File: src/rtl/root_port_pkg.sv
// Purpose: shared constants and types for the root port status block
// Assumes: 40 MHz system clock, APB with 32-bit data
// Notes: offsets are byte addresses of aligned words
package root_port_pkg;
    // ==========================================================
    // register map
    localparam int ADDR_W = 12;
    localparam logic [11:0] PORT_OFF = 12'h000;
    localparam logic [11:0] INT_STAT_OFF = 12'h004;
    localparam logic [11:0] INT_MASK_OFF = 12'h008;
    localparam logic [11:0] CFG_OFF = 12'h00c;
    // ==========================================================
    // port register fields
    localparam int CCS_BIT = 0;
    localparam int SPE_BIT = 1;
    localparam int SPS_BIT = 2;
    localparam int RESET_STAT_BIT = 4;
    localparam int POWER_BIT = 8;
    localparam int LOW_SPEED_BIT = 9;
    localparam int CONN_CHANGE_BIT = 16;
    // ==========================================================
    // interrupt and configuration fields
    localparam int EV_CONN_BIT = 0;
    localparam int EV_RST_BIT = 1;
    localparam int EV_W = 2;
    localparam int NONREM_BIT = 0;
    localparam int HUB_RST_BIT = 1;
    // ==========================================================
    // values after reset
    localparam logic POWER_RST = 1'b0;
    localparam logic CONN_CHANGE_RST = 1'b0;
    localparam logic NONREM_RST = 1'b0;
    localparam logic [1:0] EV_RST_VAL = 2'h0;
    localparam logic [1:0] MASK_RST_VAL = 2'h0;
    // ==========================================================
    // timing
    localparam int CLK_HZ = 40_000_000;
    localparam int RESET_TIME_US = 10;
    localparam int RESET_CYCLES = RESET_TIME_US * (CLK_HZ / 1_000_000);
    localparam int CNT_W = 20;
    // ==========================================================
    // port reset signalling states
    typedef enum logic [1:0] {
        RST_IDLE = 2'b01,
        RST_DRIVE = 2'b10
    } rst_state_t;
endpackage

File: src/rtl/pin_sync3.sv
// Purpose: bring an asynchronous pin into the system clock domain
// Assumes: pin may change at any time
// Notes: output moves only once the second and third stages agree
module pin_sync3 (
    // clock and reset
    input wire logic clk_i,
    input wire logic rst_n_i,
    // pin and clean level
    input wire logic pin_i,
    output logic level_o
);
    logic s1_reg;
    logic s2_reg;
    logic s3_reg;
    // ==========================================================
    // three stage chain; first stage feeds only the second
    always_ff @(posedge clk_i or negedge rst_n_i) begin
        if (!rst_n_i) begin
            s1_reg <= 1'b0;
            s2_reg <= 1'b0;
            s3_reg <= 1'b0;
        end else begin
            s1_reg <= pin_i;
            s2_reg <= s1_reg;
            s3_reg <= s2_reg;
        end
    end
    // accept a change only when two late stages agree, filtering one-cycle glitches
    always_ff @(posedge clk_i or negedge rst_n_i) begin
        if (!rst_n_i) begin
            level_o <= 1'b0;
        end else if (s2_reg == s3_reg) begin
            level_o <= s3_reg;
        end
    end
endmodule

File: src/rtl/port_reset_timer.sv
// Purpose: time the length of reset signalling on the port
// Assumes: start is a one-cycle pulse, ignored while busy
// Notes: done pulses in the last busy cycle, the one before busy falls
module port_reset_timer #(
    parameter int CYCLES = 16
) (
    // clock and reset
    input wire logic clk_i,
    input wire logic rst_n_i,
    // control
    input wire logic start_i,
    output logic busy_o,
    output logic done_o
);
    import root_port_pkg::*;
    logic [CNT_W-1:0] cnt_reg;
    // ==========================================================
    // down counter; busy while nonzero
    always_ff @(posedge clk_i or negedge rst_n_i) begin
        if (!rst_n_i) begin
            cnt_reg <= '0;
        end else if (start_i && cnt_reg == '0) begin
            cnt_reg <= CNT_W'(CYCLES);
        end else if (cnt_reg != '0) begin
            cnt_reg <= cnt_reg - CNT_W'(1);
        end
    end
    assign busy_o = (cnt_reg != '0);
    assign done_o = (cnt_reg == CNT_W'(1));
endmodule

File: src/rtl/root_port_ctrl.sv
// Purpose: status and control for root hub port 1 (connect change,
//          speed, power tracking, reset signalling) behind APB
// Assumes: connect and speed pins are asynchronous to the clock
// Notes: zero wait state slave; unmapped addresses answer pslverr
// ==========================================================
// Behaviour
// - a change of the port's connect status sets the connect change flag.
// - a set-reset, set-enable or set-suspend write while disconnected sets the connect change flag instead.
// - bit 9 reads 1 for a low-speed device and 0 for full speed, meaningful only while connected.
// - writing 1 to bit 9 clears the power state bit, writing 0 changes nothing.
// - writing 1 to bit 8 sets the power state bit, writing 0 leaves it.
// - bit 8 reads 1 while power is marked enabled and 0 while disabled.
// - the power state bit only tracks state for software and drives no output.
// - writing 1 to bit 4 sets the reset status bit and starts reset signalling, 0 does nothing.
// - writing 1 to the connect change flag clears it, writing 0 leaves it.
// - with a nonremovable device connect changes do not set the connect change flag; a root hub reset does.
// - the reset status bit reads 1 exactly while reset signalling is driven.
module root_port_ctrl
    import root_port_pkg::*;
#(
    parameter int RESET_CYC = RESET_CYCLES
) (
    // clock and reset
    input wire logic CLK_SYS_I,
    input wire logic RST_B_I,
    // apb slave
    input wire logic PSEL_I,
    input wire logic PENABLE_I,
    input wire logic PWRITE_I,
    input wire logic [root_port_pkg::ADDR_W-1:0] PADDR_I,
    input wire logic [31:0] PWDATA_I,
    output logic [31:0] PRDATA_O,
    output logic PREADY_O,
    output logic PSLVERR_O,
    // port pins
    input wire logic DEV_CONNECT_I,
    input wire logic DEV_LOW_SPEED_I,
    output logic USB_RESET_O,
    // interrupt
    output logic IRQ_O
);
    import root_port_pkg::*;

    // ==========================================================
    // declarations
    logic rst_s1_reg;
    logic rst_n;
    logic ccs;
    logic ls_pin;
    logic ccs_prev_reg;
    logic conn_edge;
    logic setup;
    logic access;
    logic hit_port;
    logic hit_stat;
    logic hit_mask;
    logic hit_cfg;
    logic mapped;
    logic wr;
    logic wr_port;
    logic wr_stat;
    logic wr_mask;
    logic wr_cfg;
    logic set_req_any;
    logic reset_req_wr;
    logic reset_start;
    logic timer_busy;
    logic timer_done;
    logic hub_reset;
    logic conn_change_set;
    logic conn_change_clr;
    logic power_state_bit_reg;
    logic connect_change_flag_reg;
    logic nonremovable_device_mask_reg;
    logic hub_reset_seen_reg;
    logic [EV_W-1:0] ev_stat_reg;
    logic [EV_W-1:0] ev_mask_reg;
    logic [EV_W-1:0] ev_set;
    logic [31:0] port_view;
    logic [31:0] rd_next;
    rst_state_t rst_state_reg;

    // ==========================================================
    // reset release through two flip-flops
    always_ff @(posedge CLK_SYS_I or negedge RST_B_I) begin
        if (!RST_B_I) begin
            rst_s1_reg <= 1'b0;
            rst_n <= 1'b0;
        end else begin
            rst_s1_reg <= 1'b1;
            rst_n <= rst_s1_reg;
        end
    end

    // ==========================================================
    // pin synchronisers
    // connect level; glitches shorter than two cycles are dropped
    pin_sync3 u_sync_conn (
        .clk_i(CLK_SYS_I),
        .rst_n_i(rst_n),
        .pin_i(DEV_CONNECT_I),
        .level_o(ccs)
    );

    // speed level of the attached device
    pin_sync3 u_sync_ls (
        .clk_i(CLK_SYS_I),
        .rst_n_i(rst_n),
        .pin_i(DEV_LOW_SPEED_I),
        .level_o(ls_pin)
    );

    // ==========================================================
    // connect edge detection on the clean level
    // previous level resets to the idle pin level, so no false edge follows reset
    always_ff @(posedge CLK_SYS_I or negedge rst_n) begin
        if (!rst_n) begin
            ccs_prev_reg <= 1'b0;
        end else begin
            ccs_prev_reg <= ccs;
        end
    end
    assign conn_edge = ccs ^ ccs_prev_reg;

    // ==========================================================
    // apb decode
    // zero wait states, so ready is constant high
    // addresses are compared in full, so unaligned offsets are unmapped
    assign setup = PSEL_I & ~PENABLE_I;
    assign access = PSEL_I & PENABLE_I;
    assign hit_port = (PADDR_I == PORT_OFF);
    assign hit_stat = (PADDR_I == INT_STAT_OFF);
    assign hit_mask = (PADDR_I == INT_MASK_OFF);
    assign hit_cfg = (PADDR_I == CFG_OFF);
    assign mapped = hit_port | hit_stat | hit_mask | hit_cfg;
    assign PREADY_O = 1'b1;
    assign PSLVERR_O = access & ~mapped;

    // write strobes fire only on the completing edge of a mapped access
    assign wr = access & PWRITE_I & mapped;
    assign wr_port = wr & hit_port;
    assign wr_stat = wr & hit_stat;
    assign wr_mask = wr & hit_mask;
    assign wr_cfg = wr & hit_cfg;

    // ==========================================================
    // port register write decode
    // any of the three set requests while disconnected
    assign set_req_any = PWDATA_I[RESET_STAT_BIT] | PWDATA_I[SPE_BIT] | PWDATA_I[SPS_BIT];
    assign reset_req_wr = wr_port & PWDATA_I[RESET_STAT_BIT];
    // reset only starts on a connected port and not while already driving;
    // the timer is checked as well, so the state and the counter can
    // never fall out of step
    assign reset_start = reset_req_wr & ccs & (rst_state_reg == RST_IDLE) & ~timer_busy;

    // ==========================================================
    // port power tracking
    // clear wins over set when both are written together, matching
    // the usual software sequence of turning power off
    // pure bookkeeping: software may set it with nothing attached
    always_ff @(posedge CLK_SYS_I or negedge rst_n) begin
        if (!rst_n) begin
            power_state_bit_reg <= POWER_RST;
        end else if (wr_port && PWDATA_I[LOW_SPEED_BIT]) begin
            power_state_bit_reg <= 1'b0;
        end else if (wr_port && PWDATA_I[POWER_BIT]) begin
            power_state_bit_reg <= 1'b1;
        end
    end
    // the power bit feeds only the read path; no port power output exists

    // ==========================================================
    // reset signalling state machine
    // both codes are legal, so the case has no default
    always_ff @(posedge CLK_SYS_I or negedge rst_n) begin
        if (!rst_n) begin
            rst_state_reg <= RST_IDLE;
        end else begin
            unique case (rst_state_reg)
                RST_IDLE: begin
                    if (reset_start) begin
                        rst_state_reg <= RST_DRIVE;
                    end
                end
                RST_DRIVE: begin
                    if (timer_done) begin
                        rst_state_reg <= RST_IDLE;
                    end
                end
            endcase
        end
    end

    // length of the reset pulse
    // the timer ignores start while busy, a second guard behind the state check
    port_reset_timer #(
        .CYCLES(RESET_CYC)
    ) u_rst_timer (
        .clk_i(CLK_SYS_I),
        .rst_n_i(rst_n),
        .start_i(reset_start),
        .busy_o(timer_busy),
        .done_o(timer_done)
    );

    // line driven exactly while in the drive state
    assign USB_RESET_O = (rst_state_reg == RST_DRIVE);

    // ==========================================================
    // configuration: nonremovable marker and root hub reset command
    always_ff @(posedge CLK_SYS_I or negedge rst_n) begin
        if (!rst_n) begin
            nonremovable_device_mask_reg <= NONREM_RST;
        end else if (wr_cfg) begin
            nonremovable_device_mask_reg <= PWDATA_I[NONREM_BIT];
        end
    end
    // writing one to the command bit is a root hub reset pulse
    // the pulse lasts one cycle and needs no clear
    assign hub_reset = wr_cfg & PWDATA_I[HUB_RST_BIT];

    // remember that a root hub reset has happened since power-up
    always_ff @(posedge CLK_SYS_I or negedge rst_n) begin
        if (!rst_n) begin
            hub_reset_seen_reg <= 1'b0;
        end else if (hub_reset) begin
            hub_reset_seen_reg <= 1'b1;
        end
    end

    // ==========================================================
    // connect change flag
    // removable port: each attach or detach; nonremovable: only the
    // root hub reset announces the device, later edges are ignored
    // a set request written while disconnected still raises the flag
    always_comb begin
        conn_change_set = 1'b0;
        if (nonremovable_device_mask_reg) begin
            conn_change_set = hub_reset;
        end else begin
            conn_change_set = conn_edge;
        end
        if (wr_port && set_req_any && !ccs) begin
            conn_change_set = 1'b1;
        end
    end
    assign conn_change_clr = wr_port & PWDATA_I[CONN_CHANGE_BIT];

    // set wins over a clear in the same cycle so no event is lost;
    // software that clears must reread to catch such a collision
    always_ff @(posedge CLK_SYS_I or negedge rst_n) begin
        if (!rst_n) begin
            connect_change_flag_reg <= CONN_CHANGE_RST;
        end else if (conn_change_set) begin
            connect_change_flag_reg <= 1'b1;
        end else if (conn_change_clr) begin
            connect_change_flag_reg <= 1'b0;
        end
    end

    // ==========================================================
    // interrupt status, mask and output
    always_comb begin
        ev_set = '0;
        ev_set[EV_CONN_BIT] = conn_change_set;
        ev_set[EV_RST_BIT] = timer_done;
    end

    // sticky bits, write one to clear, set wins
    genvar gi;
    generate
        for (gi = 0; gi < EV_W; gi++) begin : g_ev
            always_ff @(posedge CLK_SYS_I or negedge rst_n) begin
                if (!rst_n) begin
                    ev_stat_reg[gi] <= EV_RST_VAL[gi];
                end else if (ev_set[gi]) begin
                    ev_stat_reg[gi] <= 1'b1;
                end else if (wr_stat && PWDATA_I[gi]) begin
                    ev_stat_reg[gi] <= 1'b0;
                end
            end
        end
    endgenerate

    // mask: one enables the event onto the interrupt line
    always_ff @(posedge CLK_SYS_I or negedge rst_n) begin
        if (!rst_n) begin
            ev_mask_reg <= MASK_RST_VAL;
        end else if (wr_mask) begin
            ev_mask_reg <= PWDATA_I[EV_W-1:0];
        end
    end

    // level interrupt, registered to keep it glitch free
    // costs one cycle of latency behind the status bit
    always_ff @(posedge CLK_SYS_I or negedge rst_n) begin
        if (!rst_n) begin
            IRQ_O <= 1'b0;
        end else begin
            IRQ_O <= |(ev_stat_reg & ev_mask_reg);
        end
    end

    // ==========================================================
    // read view of the port register
    // unlisted bits stay zero, writes to them have no target except the set requests in bits 1 and 2
    always_comb begin
        port_view = '0;
        port_view[CCS_BIT] = ccs;
        port_view[RESET_STAT_BIT] = (rst_state_reg == RST_DRIVE);
        port_view[POWER_BIT] = power_state_bit_reg;
        // speed only means something while connected
        port_view[LOW_SPEED_BIT] = ls_pin & ccs;
        // the change flag is the only live bit above the low half
        port_view[CONN_CHANGE_BIT] = connect_change_flag_reg;
    end

    // read mux; unmapped reads return zero
    always_comb begin
        rd_next = '0;
        if (hit_port) begin
            rd_next = port_view;
        end else if (hit_stat) begin
            rd_next[EV_W-1:0] = ev_stat_reg;
        end else if (hit_mask) begin
            rd_next[EV_W-1:0] = ev_mask_reg;
        end else if (hit_cfg) begin
            rd_next[NONREM_BIT] = nonremovable_device_mask_reg;
            rd_next[HUB_RST_BIT] = hub_reset_seen_reg;
        end
    end

    // ==========================================================
    // read data register
    // captured in the setup cycle and held through access, so the
    // value is a flip-flop output; a flag set in the access cycle
    // shows on the next read
    always_ff @(posedge CLK_SYS_I or negedge rst_n) begin
        if (!rst_n) begin
            PRDATA_O <= '0;
        end else if (setup && !PWRITE_I) begin
            PRDATA_O <= rd_next;
        end
    end

endmodule

File: config.mk
export PLATFORM = sky130hd
export DESIGN_NAME = root_port_ctrl
export DESIGN_NICKNAME = d
export VERILOG_FILES = /design/src/rtl/root_port_pkg.sv /design/src/rtl/pin_sync3.sv /design/src/rtl/port_reset_timer.sv /design/src/rtl/root_port_ctrl.sv
export SDC_FILE = /design/constraint.sdc
export NUM_CORES = 1
export LEC_CHECK = 0
export BUFFER_PORTS_ARGS = -buffer_cell sky130_fd_sc_hd__buf_2
export CORE_UTILIZATION = 50
export DETAILED_ROUTE_END_ITERATION = 7
export PLACE_DENSITY = 0.86
export SYNTH_ARGS = -nofsm -noshare
export SYNTH_HDL_FRONTEND = slang
export SYNTH_HIERARCHICAL = 1
export SYNTH_SLANG_ARGS = --single-unit
File: constraint.sdc
create_clock -name CLK_SYS_I -period 1.58 [get_ports CLK_SYS_I]
set_input_delay 0.079 -clock CLK_SYS_I [delete_from_list [all_inputs] [get_ports CLK_SYS_I]]
set_output_delay 0.079 -clock CLK_SYS_I [all_outputs]
set_load 0.01 [all_outputs]
==> key figures <==
Synthesis
  • Synth Area in XOR/XNOR: 0.0387
  • Register area share after synthesis: 0.483
  • Netlist Area Pre-Place: 0.00249 mm^2
  • Synthesis warning total: 6
  • Ys flop type: dfrtp_1
  • Post-synthesis simple-gate area fraction: 0.205
  • Mean post-synth cell area: 11.6 um^2
  • Compound-gate portion of the synthesized area: 0.110
  • Post-Syn Instances: 215
  • Synth Area in Adders: 0.0191
  • Post-synthesis mux area share: 0.0448
  • Synth unique cells: 53
  • Main combinational cell family by area after synthesis: simple AND/OR/NAND/NOR gates
  • Asr flop ratio synth: 1.00
  • #FFs+latches synth: 48
  • Number of synthesized flops with an enable pin: 0

Power
  • Pwr Total: 2350 uW
  • Power per Cell Area: 665 mW/mm^2
  • Leak: 0.00172 uW
  • Worst vdd ir: 0.760 mV

Drt
  • Drt pass-1 iters: 4
  • Detail Route Antenna Nets: 0
  • DRT iter0 DRCs: 127
  • DR vias/cell: 5.25
  • Drt wl/cell: 17.0 um
  • DR DRC count: 0
  • Total number of vias: 2048
  • DRT Wirelength: 6630 um

Critical path
  • Kind of critical path: reg2reg
  • Max Fanout on Critical Path: 4
  • Worst path arrival time: 2260 ps
  • Reg2Reg Setup Slack: -460 ps
  • Critical Path End Type: flip-flop
  • Required @ worst endpoint: 1790 ps
  • R2R depth: 9
  • Reg2reg start: u_rst_timer/cnt_reg[1]
  • CP startpoint kind: flip-flop
  • R2r endpoint: u_rst_timer/cnt_reg[0]

STA
  • Clk_skew: 9.47 ps
  • Worst hold margin: 34.1 ps
  • Max-slew headroom: 0.610
  • RSZ-0062 raised after global routing: yes
  • Fin crit share: 1.29
  • Final WS setup: -465 ps
  • Setup-failing EPs final: 25
  • Fmax: 489 MHz
  • Slew at the pin closest to its max-slew limit: 585 ps
  • Final critical path time including I/O delays and setup: 2040 ps
  • Setup TNS: -5830 ps
  • Final Slew Violations: 0
  • Fin. Hold Viols: 0

Worst hold path
  • Hold EP: power_state_bit_reg
  • Hold_sp: PWDATA_I[8]
  • Hold Path Class: in2reg
  • Hold depth: 3

Clock tree
  • Clock transition at the registers of the reported paths: 100 ps
  • Worst skew pair latency: 320 ps
  • CTS tree: done
  • Clk buf depth: 2
  • H-tree depth: 2
  • Sinks on Clock Net: 48
  • CTS Root Cell: clkbuf_8
  • TritonCTS Buffers: 5

Place
  • Port Buffers: 34
  • Placed cell count: 365
  • Hpwl dp: 3880 um
  • GPL Wtd Cong: 0.878
  • Dpl ws: -556 ps

Status
  • Status: finished with violations
  • Violated checks: setup timing

Die
  • Die W: 72.5 um
  • Starting Density: 0.523
  • Die area: 0.00526 mm^2
  • Ports: 87
  • Area of the core: 0.00475 mm^2
  • Num rows: 25
  • Die Y: 72.5 um

Global routing
  • Global route overflow: 0
  • Antenna violations before repair: 0
  • Vias in the first global route: 2045
  • GRT Overall Usage: 0.235
  • Largest net degree at the start of global routing: 47
  • Global-route wire length before repair: 9260 um

Layout
  • Final cell count without fillers: 390
  • Proportion of layout cells with a drive suffix above 1: 0.495
  • Multi-input gate area: 0.00136 mm^2
  • Synthesis-to-layout area growth: 42.0%
  • Layout fillers: 302
  • ANT cells: 0
  • Final net count: 375
  • Storage cell area: 0.00120 mm^2
  • Largest register FFs: 20

Job
  • Max-Cap Viols: 0
==> what timing repair did <==
action | in CTS | in global routing
resized for setup | 25 | 27
hold buffers | 4 | 0
pin swaps | 19 | 9
hold endpoints to repair | 5 | 0
endpoints found under the setup margin | 24 | 27
buffers inserted | 8 | 8
==> metrics by stage <==
stage	utilization	area [um^2]
2_1_floorplan	-	2600
3_3_place_gp	0.634	3020
3_5_place_dp	0.634	3020
4_1_cts	0.704	3350
5_1_grt	0.743	3530
6_report	0.743	3530
==> layout by cell type (no fill, tap or decap), types with 4 or more instances in the layout <==
| cell | count |
|---|---|
| a2111oi_4 | 4 |
| nor2_1 | 9 |
| dlygate4sd3_1 | 4 |
| xor2_1 | 8 |
| a21oi_1 | 4 |
| a22o_1 | 5 |
| nand3_1 | 4 |
| nor3_4 | 5 |
| buf_2 | 32 |
| dfrtp_1 | 46 |
| nand2_1 | 12 |
| clkbuf_8 | 5 |
| nor2b_1 | 4 |
| buf_4 | 55 |
| buf_6 | 10 |
| conb_1 | 28 |
==> report_power, final <==
group | switching (uW) | total, uW | internal [uW]
Clock | 440 | 917 | 477
Combinational | 103 | 173 | 69.3
Sequential | 13.2 | 1260 | 1250
Total | 556 | 2350 | 1790
==> cells by family (layout without fill, tap and decap cells) <==
logic type,Yosys count,after routing
muxes,9,9
adders and majority gates,4,4
and+or+nand+nor,74,74
buffers and inverters,32,114
other,2,28
DFF,48,48
xor gates and xnor gates,11,11
AOI/OAI and AO/OA,35,35
==> area by class of cell <==
class / count / share of cell area
Clock buffer: 5 / 0.0195
Clock inverter: 3 / 0.0131
Inverter: 3 / 0.00319
Multi-Input combinational cell: 161 / 0.386
Sequential cell: 48 / 0.341
Tap cell: 67 / 0.0237
Timing Repair Buffer: 103 / 0.214
==> synth_stat cells, types with 2 or more instances <==
| cell | count | area share |
|---|---|---|
| a2111oi_2 | 4 | 0.024 |
| a211oi_1 | 2 | 0.0060 |
| a21o_1 | 3 | 0.0091 |
| a21oi_1 | 5 | 0.010 |
| a22o_1 | 5 | 0.018 |
| a22oi_1 | 2 | 0.0060 |
| a31oi_1 | 2 | 0.0050 |
| and3_1 | 3 | 0.0075 |
| buf_4 | 27 | 0.081 |
| conb_1 | 2 | 0.0030 |
| dfrtp_1 | 47 | 0.47 |
| ha_1 | 2 | 0.010 |
| inv_1 | 3 | 0.0045 |
| maj3_2 | 2 | 0.0091 |
| mux2_1 | 2 | 0.0091 |
| mux2_2 | 5 | 0.023 |
| nand2_1 | 13 | 0.020 |
| nand3_1 | 7 | 0.014 |
| nand4_1 | 2 | 0.0050 |
| nand4b_1 | 2 | 0.0070 |
| nor2_1 | 10 | 0.015 |
| nor2b_1 | 5 | 0.013 |
| nor3_1 | 6 | 0.012 |
| nor3_4 | 2 | 0.013 |
| nor4_1 | 5 | 0.013 |
| nor4b_4 | 2 | 0.019 |
| o21ai_0 | 7 | 0.014 |
| or2_2 | 2 | 0.0050 |
| or4_4 | 3 | 0.014 |
| xnor2_1 | 3 | 0.011 |
| xor2_1 | 8 | 0.028 |
==> worst max-delay path, cell delays in order (launching register included) <==
cell	delay, ps
dfrtp_1	400
inv_2	90
ha_4	130
nor4b_4	240
and3_4	260
nand2_4	50
nand4b_1	210
nor2b_2	200
nor3_2	100
mux2_4	260
==> worst max-delay path by stage <==
stage                     slack, ps  depth (start not counted)                      to              startpoint
after floorplan                -760                         10  u_rst_timer/cnt_reg[0]  u_rst_timer/cnt_reg[0]
after global placement         -510                          8  u_rst_timer/cnt_reg[0]              PADDR_I[1]
after detailed placement       -560                          8  u_rst_timer/cnt_reg[0]              PADDR_I[9]
after CTS                      -360                          9  u_rst_timer/cnt_reg[0]  u_rst_timer/cnt_reg[0]
after global routing           -530                          9  u_rst_timer/cnt_reg[0]  u_rst_timer/cnt_reg[1]
final                          -460                          9  u_rst_timer/cnt_reg[0]  u_rst_timer/cnt_reg[1]
==> routing by layer <==
metal	global-route usage	wire, um
met5	0	0
met4	0.0806	174
met3	0.0542	283
met2	0.432	3580
met1	0.267	2600
Power figures use the tool's default switching activity.
